## config.mk

```make
export PLATFORM = sky130hd
export DESIGN_NAME = adc_computation_control
export DESIGN_NICKNAME = d
export VERILOG_FILES = /design/src/logic/adc_compute_pkg.sv /design/src/logic/pin_sync.sv /design/src/logic/compute_datapath.sv /design/src/logic/adc_computation_control.sv
export SDC_FILE = /design/constraint.sdc
export NUM_CORES = 1
export LEC_CHECK = 0
export BUFFER_PORTS_ARGS = -buffer_cell sky130_fd_sc_hd__buf_2
export CAP_MARGIN = 20
export CORE_MARGIN = 10
export CORE_UTILIZATION = 50
export CTS_BUF_LIST = sky130_fd_sc_hd__clkbuf_8
export CTS_CLUSTER_DIAMETER = 50
export CTS_CLUSTER_SIZE = 30
export DETAILED_ROUTE_END_ITERATION = 7
export GPL_ROUTABILITY_DRIVEN = 0
export PLACE_DENSITY_LB_ADDON = 0.2
export SLEW_MARGIN = 10
export SYNTH_ARGS = -nofsm -noshare
export SYNTH_HDL_FRONTEND = slang
export SYNTH_SLANG_ARGS = --single-unit
```

## constraint.sdc

```tcl
create_clock -name clock -period 4.92 [get_ports clock]
set_input_delay 0.738 -clock clock [delete_from_list [all_inputs] [get_ports clock]]
set_output_delay 0.738 -clock clock [all_outputs]
set_load 0.005 [all_outputs]
```

## src/logic/adc_compute_pkg.sv

```systemverilog
// Constants and types shared by the computation back end of the converter.
// What this block does
// - At each conversion start the previous result takes the filter result if select is 1, else the raw result.
// - The shift select field sits in control bits 6 to 4, and all eight codes, 000 to 111, give shifts of 0 to 7.
// - In low-pass filter mode the filter time constant is two to the shift value with unity gain.
// - In accumulate, average and burst average modes the accumulator is right-shifted by the shift value.
// - Every division by the shift value truncates by dropping the shifted-out bits, without rounding.
// - Writing 1 to the clear command bit clears accumulator, overflow flag and sample counter, then the bit self-clears.
// - The clear command bit reads 0 whenever no clearing is in progress.
// - The mode field in control bits 2 to 0 selects basic, accumulate, average, burst average or low-pass filter.
// - The computation overflow flag is set only by genuine overflow, never by the filter sign bit alone.
// - Basic mode does no accumulation, filtering or averaging, while conversions still run normally.
// - In accumulate mode each sample adds to the accumulator, bumps the counter until it saturates at 255 and updates the shifted filter result.
package adc_compute_pkg;
    localparam int RES_W = 10;
    localparam int ACC_W = 18;
    localparam int FLT_W = 16;
    localparam int CNT_W = 8;
    localparam logic [3:0] OFF_CTRL = 4'h0;
    localparam logic [3:0] OFF_STATUS = 4'h1;
    localparam logic [3:0] OFF_RES_LO = 4'h2;
    localparam logic [3:0] OFF_RES_HI = 4'h3;
    localparam logic [3:0] OFF_FLT_LO = 4'h4;
    localparam logic [3:0] OFF_FLT_HI = 4'h5;
    localparam logic [3:0] OFF_PREV_LO = 4'h6;
    localparam logic [3:0] OFF_PREV_HI = 4'h7;
    localparam logic [3:0] OFF_ACC_0 = 4'h8;
    localparam logic [3:0] OFF_ACC_1 = 4'h9;
    localparam logic [3:0] OFF_ACC_2 = 4'ha;
    localparam logic [3:0] OFF_COUNT = 4'hb;
    localparam int PSIS_BIT = 7;
    localparam int SHIFT_MSB = 6;
    localparam int SHIFT_LSB = 4;
    localparam int CLR_BIT = 3;
    localparam int MODE_MSB = 2;
    localparam int MODE_LSB = 0;
    localparam logic [7:0] CTRL_RESET = 8'h00;
    localparam int GO_BIT = 0;
    localparam int RC_BIT = 1;
    localparam int AOV_BIT = 2;
    localparam int COV_BIT = 3;
    typedef enum logic [2:0] {
        mode_basic = 3'b000,
        mode_accum = 3'b001,
        mode_average = 3'b010,
        mode_burst = 3'b011,
        mode_lowpass = 3'b100
    } compute_mode_e;
    typedef enum logic {
        conv_idle = 1'b0,
        conv_busy = 1'b1
    } conv_state_e;
endpackage

```

## src/logic/pin_sync.sv

```systemverilog
// Two-stage synchroniser for signals from the converter core.
`timescale 1ns/1ps
module pin_sync #(
    parameter int W = 1
) (
    input wire logic clock,
    input wire logic reset,
    input wire logic [W-1:0] d,
    output logic [W-1:0] q
);
    logic [W-1:0] stage1_reg;
    logic [W-1:0] stage1_next;
    logic [W-1:0] q_next;

    always_comb begin
        stage1_next = d;
        q_next = stage1_reg;
    end

    always_ff @(posedge clock) begin
        if (reset) begin
            stage1_reg <= '0;
            q <= '0;
        end else begin
            stage1_reg <= stage1_next;
            q <= q_next;
        end
    end
endmodule // pin_sync

```

## src/logic/compute_datapath.sv

```systemverilog
// Accumulator, sample counter and filter arithmetic.
`timescale 1ns/1ps
module compute_datapath #(
    parameter int RES_W = adc_compute_pkg::RES_W,
    parameter int ACC_W = adc_compute_pkg::ACC_W,
    parameter int FLT_W = adc_compute_pkg::FLT_W,
    parameter int CNT_W = adc_compute_pkg::CNT_W
) (
    input wire logic clock,
    input wire logic reset,
    input wire logic sample_valid,
    input wire logic [RES_W-1:0] sample,
    input wire logic [2:0] mode,
    input wire logic [2:0] shift,
    input wire logic clear,
    output logic [ACC_W-1:0] accumulator,
    output logic [CNT_W-1:0] sample_counter,
    output logic accum_overflow_flag,
    output logic [FLT_W-1:0] filter_result,
    output logic overflow_event
);
    logic [ACC_W-1:0] acc_base;
    logic [CNT_W-1:0] cnt_base;
    logic [ACC_W:0] sum;
    logic [ACC_W-1:0] acc_next;
    logic [ACC_W-1:0] shifted;
    logic [CNT_W-1:0] cnt_next;
    logic aov_next;
    logic [FLT_W-1:0] flt_next;
    logic ovf_next;
    logic is_accum;
    logic is_lowpass;

    always_comb begin
        is_accum = (mode == adc_compute_pkg::mode_accum) || (mode == adc_compute_pkg::mode_average)
            || (mode == adc_compute_pkg::mode_burst);
        is_lowpass = (mode == adc_compute_pkg::mode_lowpass);
        acc_base = clear ? '0 : accumulator;
        cnt_base = clear ? '0 : sample_counter;
        aov_next = clear ? 1'b0 : accum_overflow_flag;
        if (is_lowpass) begin
            sum = {1'b0, acc_base - (acc_base >> shift)} + (ACC_W + 1)'(sample);
        end else begin
            sum = {1'b0, acc_base} + (ACC_W + 1)'(sample);
        end
        acc_next = acc_base;
        cnt_next = cnt_base;
        flt_next = filter_result;
        ovf_next = 1'b0;
        shifted = sum[ACC_W-1:0] >> shift;
        if (sample_valid && (is_accum || is_lowpass)) begin
            acc_next = sum[ACC_W-1:0];
            aov_next = aov_next | sum[ACC_W];
            if (cnt_base != '1) begin
                cnt_next = cnt_base + 1'b1;
            end
            flt_next = shifted[FLT_W-1:0];
            ovf_next = sum[ACC_W] || (|shifted[ACC_W-1:FLT_W]);
        end
    end

    always_ff @(posedge clock) begin
        if (reset) begin
            accumulator <= '0;
            sample_counter <= '0;
            accum_overflow_flag <= 1'b0;
            filter_result <= '0;
            overflow_event <= 1'b0;
        end else begin
            accumulator <= acc_next;
            sample_counter <= cnt_next;
            accum_overflow_flag <= aov_next;
            filter_result <= flt_next;
            overflow_event <= ovf_next;
        end
    end
endmodule // compute_datapath

```

## src/logic/adc_computation_control.sv

```systemverilog
// Register file, conversion control and previous-sample capture of the computation back end.
`timescale 1ns/1ps
module adc_computation_control #(
    parameter int RES_W = adc_compute_pkg::RES_W,
    parameter int ACC_W = adc_compute_pkg::ACC_W,
    parameter int FLT_W = adc_compute_pkg::FLT_W,
    parameter int CNT_W = adc_compute_pkg::CNT_W
) (
    input wire logic clock,
    input wire logic reset,
    input wire logic [3:0] addr,
    input wire logic [7:0] wdata,
    input wire logic wr,
    input wire logic rd,
    output logic [7:0] rdata,
    output logic conversion_start,
    output logic converter_rc_oscillator,
    input wire logic core_done_toggle,
    input wire logic [RES_W-1:0] core_result
);
    ////////////////////////////////////////////////////////////////////////////////
    logic [7:0] ctrl_reg;
    logic [7:0] ctrl_next;
    adc_compute_pkg::conv_state_e state_reg;
    adc_compute_pkg::conv_state_e state_next;
    logic rc_next;
    logic cov_reg;
    logic cov_next;
    logic start_next;
    logic seen_reg;
    logic seen_next;
    logic [RES_W-1:0] result_reg;
    logic [RES_W-1:0] result_next;
    logic [FLT_W-1:0] prev_reg;
    logic [FLT_W-1:0] prev_next;
    logic [7:0] rdata_next;
    logic [RES_W:0] synced;
    logic done_pulse;
    logic sample_valid;
    logic ctrl_wr;
    logic status_wr;
    logic go_req;
    logic prev_sample_source_sel;
    logic [2:0] accum_shift_sel;
    logic accum_clear_cmd;
    logic [2:0] compute_mode_sel;
    logic [ACC_W-1:0] accumulator;
    logic [CNT_W-1:0] sample_counter;
    logic accum_overflow_flag;
    logic [FLT_W-1:0] filter_result;
    logic overflow_event;
    logic [7:0] status_view;

    ////////////////////////////////////////////////////////////////////////////////
    // Core completion toggle and result cross in through two flip-flops.
    pin_sync #(
        .W(RES_W + 1)
    ) u_sync (
        .clock(clock),
        .reset(reset),
        .d({core_done_toggle, core_result}),
        .q(synced)
    );

    compute_datapath #(
        .RES_W(RES_W),
        .ACC_W(ACC_W),
        .FLT_W(FLT_W),
        .CNT_W(CNT_W)
    ) u_datapath (
        .clock(clock),
        .reset(reset),
        .sample_valid(sample_valid),
        .sample(synced[RES_W-1:0]),
        .mode(compute_mode_sel),
        .shift(accum_shift_sel),
        .clear(accum_clear_cmd),
        .accumulator(accumulator),
        .sample_counter(sample_counter),
        .accum_overflow_flag(accum_overflow_flag),
        .filter_result(filter_result),
        .overflow_event(overflow_event)
    );

    ////////////////////////////////////////////////////////////////////////////////
    always_comb begin
        prev_sample_source_sel = ctrl_reg[adc_compute_pkg::PSIS_BIT];
        accum_shift_sel = ctrl_reg[adc_compute_pkg::SHIFT_MSB:adc_compute_pkg::SHIFT_LSB];
        accum_clear_cmd = ctrl_reg[adc_compute_pkg::CLR_BIT];
        compute_mode_sel = ctrl_reg[adc_compute_pkg::MODE_MSB:adc_compute_pkg::MODE_LSB];
        ctrl_wr = wr && (addr == adc_compute_pkg::OFF_CTRL);
        status_wr = wr && (addr == adc_compute_pkg::OFF_STATUS);
        go_req = status_wr && wdata[adc_compute_pkg::GO_BIT] && (state_reg == adc_compute_pkg::conv_idle);
        done_pulse = synced[RES_W] ^ seen_reg;
        sample_valid = done_pulse && (state_reg == adc_compute_pkg::conv_busy);
        status_view = 8'h00;
        status_view[adc_compute_pkg::GO_BIT] = (state_reg == adc_compute_pkg::conv_busy);
        status_view[adc_compute_pkg::RC_BIT] = converter_rc_oscillator;
        status_view[adc_compute_pkg::AOV_BIT] = accum_overflow_flag;
        status_view[adc_compute_pkg::COV_BIT] = cov_reg;
    end

    // Control register, with the clear command dropping after one cycle of action.
    always_comb begin
        ctrl_next = ctrl_reg;
        ctrl_next[adc_compute_pkg::CLR_BIT] = 1'b0;
        if (ctrl_wr) begin
            ctrl_next = wdata;
        end
    end

    // Conversion sequencing, result capture and previous-sample transfer.
    always_comb begin
        state_next = state_reg;
        start_next = 1'b0;
        seen_next = synced[RES_W];
        result_next = result_reg;
        prev_next = prev_reg;
        rc_next = converter_rc_oscillator;
        if (status_wr) begin
            rc_next = wdata[adc_compute_pkg::RC_BIT];
        end
        case (state_reg)
            adc_compute_pkg::conv_idle: begin
                if (go_req) begin
                    state_next = adc_compute_pkg::conv_busy;
                    start_next = 1'b1;
                    if (prev_sample_source_sel) begin
                        prev_next = filter_result;
                    end else begin
                        prev_next = FLT_W'(result_reg);
                    end
                end
            end
            adc_compute_pkg::conv_busy: begin
                if (done_pulse) begin
                    state_next = adc_compute_pkg::conv_idle;
                    result_next = synced[RES_W-1:0];
                end
            end
            default: begin
                state_next = adc_compute_pkg::conv_idle;
            end
        endcase
        cov_next = cov_reg;
        if (status_wr && wdata[adc_compute_pkg::COV_BIT]) begin
            cov_next = 1'b0;
        end
        if (overflow_event) begin
            cov_next = 1'b1;
        end
    end

    // Read data stand only in the cycle after the read strobe.
    always_comb begin
        rdata_next = 8'h00;
        if (rd) begin
            case (addr)
                adc_compute_pkg::OFF_CTRL: rdata_next = ctrl_reg;
                adc_compute_pkg::OFF_STATUS: rdata_next = status_view;
                adc_compute_pkg::OFF_RES_LO: rdata_next = 8'(result_reg);
                adc_compute_pkg::OFF_RES_HI: rdata_next = 8'(result_reg >> 8);
                adc_compute_pkg::OFF_FLT_LO: rdata_next = filter_result[7:0];
                adc_compute_pkg::OFF_FLT_HI: rdata_next = filter_result[15:8];
                adc_compute_pkg::OFF_PREV_LO: rdata_next = prev_reg[7:0];
                adc_compute_pkg::OFF_PREV_HI: rdata_next = prev_reg[15:8];
                adc_compute_pkg::OFF_ACC_0: rdata_next = accumulator[7:0];
                adc_compute_pkg::OFF_ACC_1: rdata_next = accumulator[15:8];
                adc_compute_pkg::OFF_ACC_2: rdata_next = 8'(accumulator >> 16);
                adc_compute_pkg::OFF_COUNT: rdata_next = 8'(sample_counter);
                default: rdata_next = 8'h00;
            endcase
        end
    end

    ////////////////////////////////////////////////////////////////////////////////
    always_ff @(posedge clock) begin
        if (reset) begin
            ctrl_reg <= adc_compute_pkg::CTRL_RESET;
            state_reg <= adc_compute_pkg::conv_idle;
            conversion_start <= 1'b0;
            converter_rc_oscillator <= 1'b0;
            cov_reg <= 1'b0;
            seen_reg <= 1'b0;
            result_reg <= '0;
            prev_reg <= '0;
            rdata <= 8'h00;
        end else begin
            ctrl_reg <= ctrl_next;
            state_reg <= state_next;
            conversion_start <= start_next;
            converter_rc_oscillator <= rc_next;
            cov_reg <= cov_next;
            seen_reg <= seen_next;
            result_reg <= result_next;
            prev_reg <= prev_next;
            rdata <= rdata_next;
        end
    end
endmodule // adc_computation_control

```

Word-level counts from Yosys, hierarchy flattened
Cells that the tools add are included.

word-level totals
  register bits = 113
  bits of input ports = 27
  output and inout bits = 10
  word-level logic and storage cells = 80

cells by class
  $add $sub $neg = 4
  equality and inequality tests = 16
  shift-type cells = 2
  mux-type cells = 15
  bitwise operators = 6
  reductions and logical operators = 20

operators by type and width
  cell                   count
  $pmux W8 S12           1
  $add A18 B10 Y19       2
  $mux W18               2
  $shr A18 B3 Y18        2
  $mux W8                3
  $mux W19               1
  $sub A18 B18 Y18       1
  $eq A4 B3 Y1 const B   4
  $eq A4 B4 Y1 const B   4
  $mux W16               1
  $reduce_or A2 Y1       5
  $add A8 B1 Y8 const B  1
  $eq A4 B2 Y1 const B   2
  $ne A8 B8 Y1 const B   1
  $logic_and A1 B1 Y1    7
  $eq A3 B2 Y1 const B   2
  $mux W1                6
  $eq A4 B1 Y1 const B   1
  $logic_not A4 Y1       1
  $logic_or A1 B1 Y1     4
  $not A1 Y1             4
  $reduce_and A2 Y1      2
  $eq A3 B1 Y1 const B   1
  $eq A3 B3 Y1 const B   1
  4 further kinds        4

Depth between registers and ports, before layout
  depth after elaboration = 8
  depth in mapped cells = 27
  mapped depth without buffers = 27

Modules after synthesis
From an unflattened synthesis, not the netlist that was laid out.

unflattened totals
  cell total of the unflattened synthesis = 985
  area, all modules = 8052.7 µm²

modules (own cells, without submodules)
  module                   instances  cells each  area an instance (µm²)
  compute_datapath         1          650         4953.5
  adc_computation_control  1          289         2458.6
  pin_sync                 1          46          640.6

Worst setup path before layout
OpenSTA, ideal clock, no wires.

  kind = register to register
  start point = register ctrl_reg[3]
  end point = register u_datapath.filter_result[12]
  data arrival time = 5049 ps
  path slack = -203 ps
  stages on the path, launching flop included = 24
  buffers on the path = 2
  period minus slack after synthesis = 5123 ps
  path through = dfxtp_1 clkbuf_1 clkbuf_1 nor2b_1 mux2_2 o21ai_0 o21ai_0 ha_1 fa_1 and3b_1 or2_1 xnor2_1 o21ai_0 ha_1 nand2_1 o211ai_1 a21oi_1 o21a_1 o21a_1 nor3_2 xor2_1 o21ai_1 a2111o_1 a31oi_1

between the ends
  word-level cells in the longest chain between the ends = 6

RTL lines
  what                    line                            RTL
  start, declared         adc_computation_control.sv:22   logic [7:0] ctrl_reg;
  start signal, assigned  adc_computation_control.sv:179  ctrl_reg <= adc_compute_pkg::CTRL_RESET;
  start signal, assigned  adc_computation_control.sv:189  ctrl_reg <= ctrl_next;
  $mux W18 *              compute_datapath.sv:38          acc_base = clear ? '0 : accumulator;
  $shr A18 B3 Y18         compute_datapath.sv:42          sum = {1'b0, acc_base - (acc_base >> shift)} + (ACC_W + 1)'(sample);
  $sub A18 B18 Y18        compute_datapath.sv:42
  $add A18 B10 Y19        compute_datapath.sv:42
  $mux W19 *              compute_datapath.sv:41          if (is_lowpass) begin
  $shr A18 B3 Y18 *       compute_datapath.sv:50          shifted = sum[ACC_W-1:0] >> shift;
  end signal, assigned    compute_datapath.sv:73          filter_result <= flt_next;
  end, declared           compute_datapath.sv:19          output logic [FLT_W-1:0] filter_result,

Every way passes the cells marked *; elsewhere a longest branch is shown, timed or not.
A chain may end at the register's enable or synchronous reset.

Final worst setup path
  start point = register ctrl_reg[3]
  end point = register u_datapath.filter_result[10]

The elaborated chain is that of the path after synthesis.

==> metrics.cfg <==
[drt]
drt_iter0_drc = 756
met3_length_um = 1630
drcViolationCount = 0
vias_per_cell = 6.00
ant_nets = 0
drt-met1-wl_um = 10800
routedWlPerCell_um = 19.0
routed_wl_um = 24200
wl_met2_um = 11100
routed.top_layer = met4
via_count = 7644
firstDrtPassIters = 6

[placed_design]
portBuffers = 36
dp_cells = 1228
dp_hpwl_um = 17700
placed_cell_area_um2 = 8610

[finish]
nets = 1134
n_antenna_cell = 0
largest_reg_flops = 18
instances_no_fill = 1275
syn_to_final_growth_pct = 22.4
drive_gt1_share_pct = 25.2
final_cell_area_um2 = 9490

[logic_synthesis]
netlist_top_cells_count = dfxtp_1 (113), nor2_1 (113), nand2_1 (101), a21oi_1 (82), clkbuf_1 (60)
synth_nets = 1041
synth_area_leaders = dfxtp_1 (29%), mux2i_1 (6.7%), nor2_1 (5.5%), a21oi_1 (5.3%), ha_1 (5.0%)
synth_edf_count = 0
synth_cells = 981
synth_area_um2 = 7750
synth.ff_latch_count = 113
yosysWarnings = 0
syn-mean-instance-area_um2 = 7.90
synthFlopType = dfxtp_1
ys_types = 75
ys_async_sr_fraction_pct = 0
netlist.area_leader.share_pct = 29.2
synth_seq_area_share_pct = 29.2
synth_area_leader_cell = dfxtp_1

[setup_path]
crit_top_cell = nand2_1
crit_family = compound AO/OA/AOI/OAI gates
arrival_ns = 5.17
worstPathMaxFanout = 7
end_kind = register
crit_buf_inv = 3
start_kind = register
critPathRequiredTime_ns = 5.26
slowest_delay_ns = 0.49
critPathSlowestCell = mux4_2
setup.worst_path.class = register to register

[power]
switchingPower_w = 0.000523
clockPowerShare_pct = 49.1
seqPwrFrac_pct = 43.0
p_leak_nw = 3.94
peakVddDrop_mv = 0.165
p_int_w = 0.00164
power_density_nw_per_um2 = 228
p_comb_share_pct = 7.9
netSwitchingFraction_pct = 24.1

[floorplanning]
row_count = 45
core_area_um2 = 15200
die-area_um2 = 20900
start_util_pct = 51.0
die_y_um = 145
die_w_um = 145
ios = 37

[cts]
cts_tree = built
numCtsBuffers = 17
root_buffer = clkbuf_8
holdBufCountCts = 0
insertion_delay_ns = 0.48
clk_pin_slew_ns = 0.09
clockBufferDepth = 2
clock_sinks = 113
htree_num_levels = 4

[grt]
overflow = 0
grt_pass1_wl_um = 37800
grt_pass1_vias = 6964
track_usage_pct = 23.0
antenna_found_initial = 0
grt_max_degree = 52

[timing]
tightest_slew_ns = 0.933
slew_headroom_pct = 37.8
setup_viol = 0
rsz0062_at_grt = true
layout_min_cycle_time_ns = 4.82
skew_ns = 0.0267
min_period_over_period_pct = 98.1
hold_violations = 0
maxSlewViolCount = 0
fmax_ghz = 0.207

[status]
status = completed

[hold_path]
hp-class = register to register

[flow_run]
drv_cap = 0

cells in the final DEF (no fill, tap or decap), types with 11 or more instances in the layout:
master	instances
buf_4	104
a31oi_1	15
o211ai_1	11
a211oi_1	27
o21ai_0	35
mux2_2	18
ha_1	28
xnor2_1	15
a21oi_2	12
o21a_1	11
dfxtp_1	111
buf_2	35
and3_1	11
nor2b_1	38
a21oi_1	74
nand2_1	100
clkbuf_8	17
nand3_1	34
inv_1	20
o21ai_1	14
nor3_1	12
mux2i_1	49
nor2_1	111
repair_timing:
item,in CTS,in global routing
resized for setup,9,70
setup endpoints to repair,9,23
pin swaps,0,22
setup buffers,0,14
worst register-to-register path, cell delays in order (launching register included):
cell and delay, ns:
dfxtp_4 0.38, buf_8 0.15, nor2b_2 0.21, buf_4 0.16, mux2i_2 0.07, buf_4 0.14
nand2_1 0.05, o21a_1 0.16, mux2i_1 0.09, ha_1 0.38, and2_1 0.18, o21a_1 0.15
o21ai_2 0.15, nand2_1 0.12, o22ai_4 0.23, ha_2 0.32, a21oi_1 0.15, and3_1 0.19
o21ai_2 0.08, a31oi_4 0.20, o21bai_4 0.11, nand2b_1 0.16, xor2_2 0.11, mux4_2 0.49
a32oi_1 0.18, nand2_1 0.07
cells by family (layout without fill, tap and decap cells):
| kind of cell | count (synthesis) | in the layout | share of synthesized area [%] |
|---|---|---|---|
| adder cells (fa/ha/maj) | 33 | 33 | 5.52 |
| AND/OR/NAND/NOR | 368 | 368 | 22.8 |
| multiplexers | 81 | 81 | 12.4 |
| AO/OA/AOI/OAI | 259 | 259 | 21.6 |
| flip-flops | 113 | 113 | 29.2 |
| XOR/XNOR | 32 | 32 | 3.71 |
| buffers and inverters | 95 | 201 | 4.76 |
cell type report:
type / instances / area, µm²
clock inverter: 15 / 240
inverter: 22 / 82.6
multi-input combinational: 773 / 5360
timing repair buffer: 147 / 1070
sequential: 113 / 2270
fill: 1283 / 5720
clock buffer: 17 / 234
tap: 188 / 235
layer usage:
metal  GRT usage (%)  up-vias
met4            8.67        0
met5               0        -
met1            31.0     3577
met2            36.0      314
li1                -     3704
met3            4.00       49
power by group through the flow:
stage,clock network (W),registers (W),logic [W]
after floorplan,0,0.000950,0.000109
after global placement,0,0.000953,0.000159
after detailed placement,0,0.000954,0.000160
after CTS,0.00107,0.000933,0.000162
after global routing,0.00110,0.000933,0.000184
final,0.00106,0.000933,0.000170
worst paths after layout:
path / startpoint / to / slack, ns / cells after the start
worst max-delay path: ctrl_reg[3] / u_datapath.filter_result[10] / 0.1 / 25
worst min-delay path: u_sync.q_next[9] / u_sync.q[9] / 0.44 / 1
worst min register to register: u_sync.q_next[9] / u_sync.q[9] / 0.44 / 1
worst max register to register: ctrl_reg[3] / u_datapath.filter_result[10] / 0.1 / 25
through the flow:
stage | total power (W) | hold WS (ns) | setup slack [ns] | TNS [ns] | util [%]
2_1_floorplan | 0.00106 | 0.413 | 0.00517 | 0 | -
3_3_place_gp | 0.00111 | 0.417 | -0.0326 | -0.0495 | 56.6
3_5_place_dp | 0.00111 | 0.426 | -0.0605 | -0.155 | 56.6
4_1_cts | 0.00216 | 0.443 | 0.00154 | 0 | 59.9
5_1_grt | 0.00222 | 0.456 | -0.146 | -1.17 | 62.4
6_report | 0.00217 | 0.438 | 0.0957 | 0 | 62.4
No activity file was read; power rests on OpenSTA's default activity.
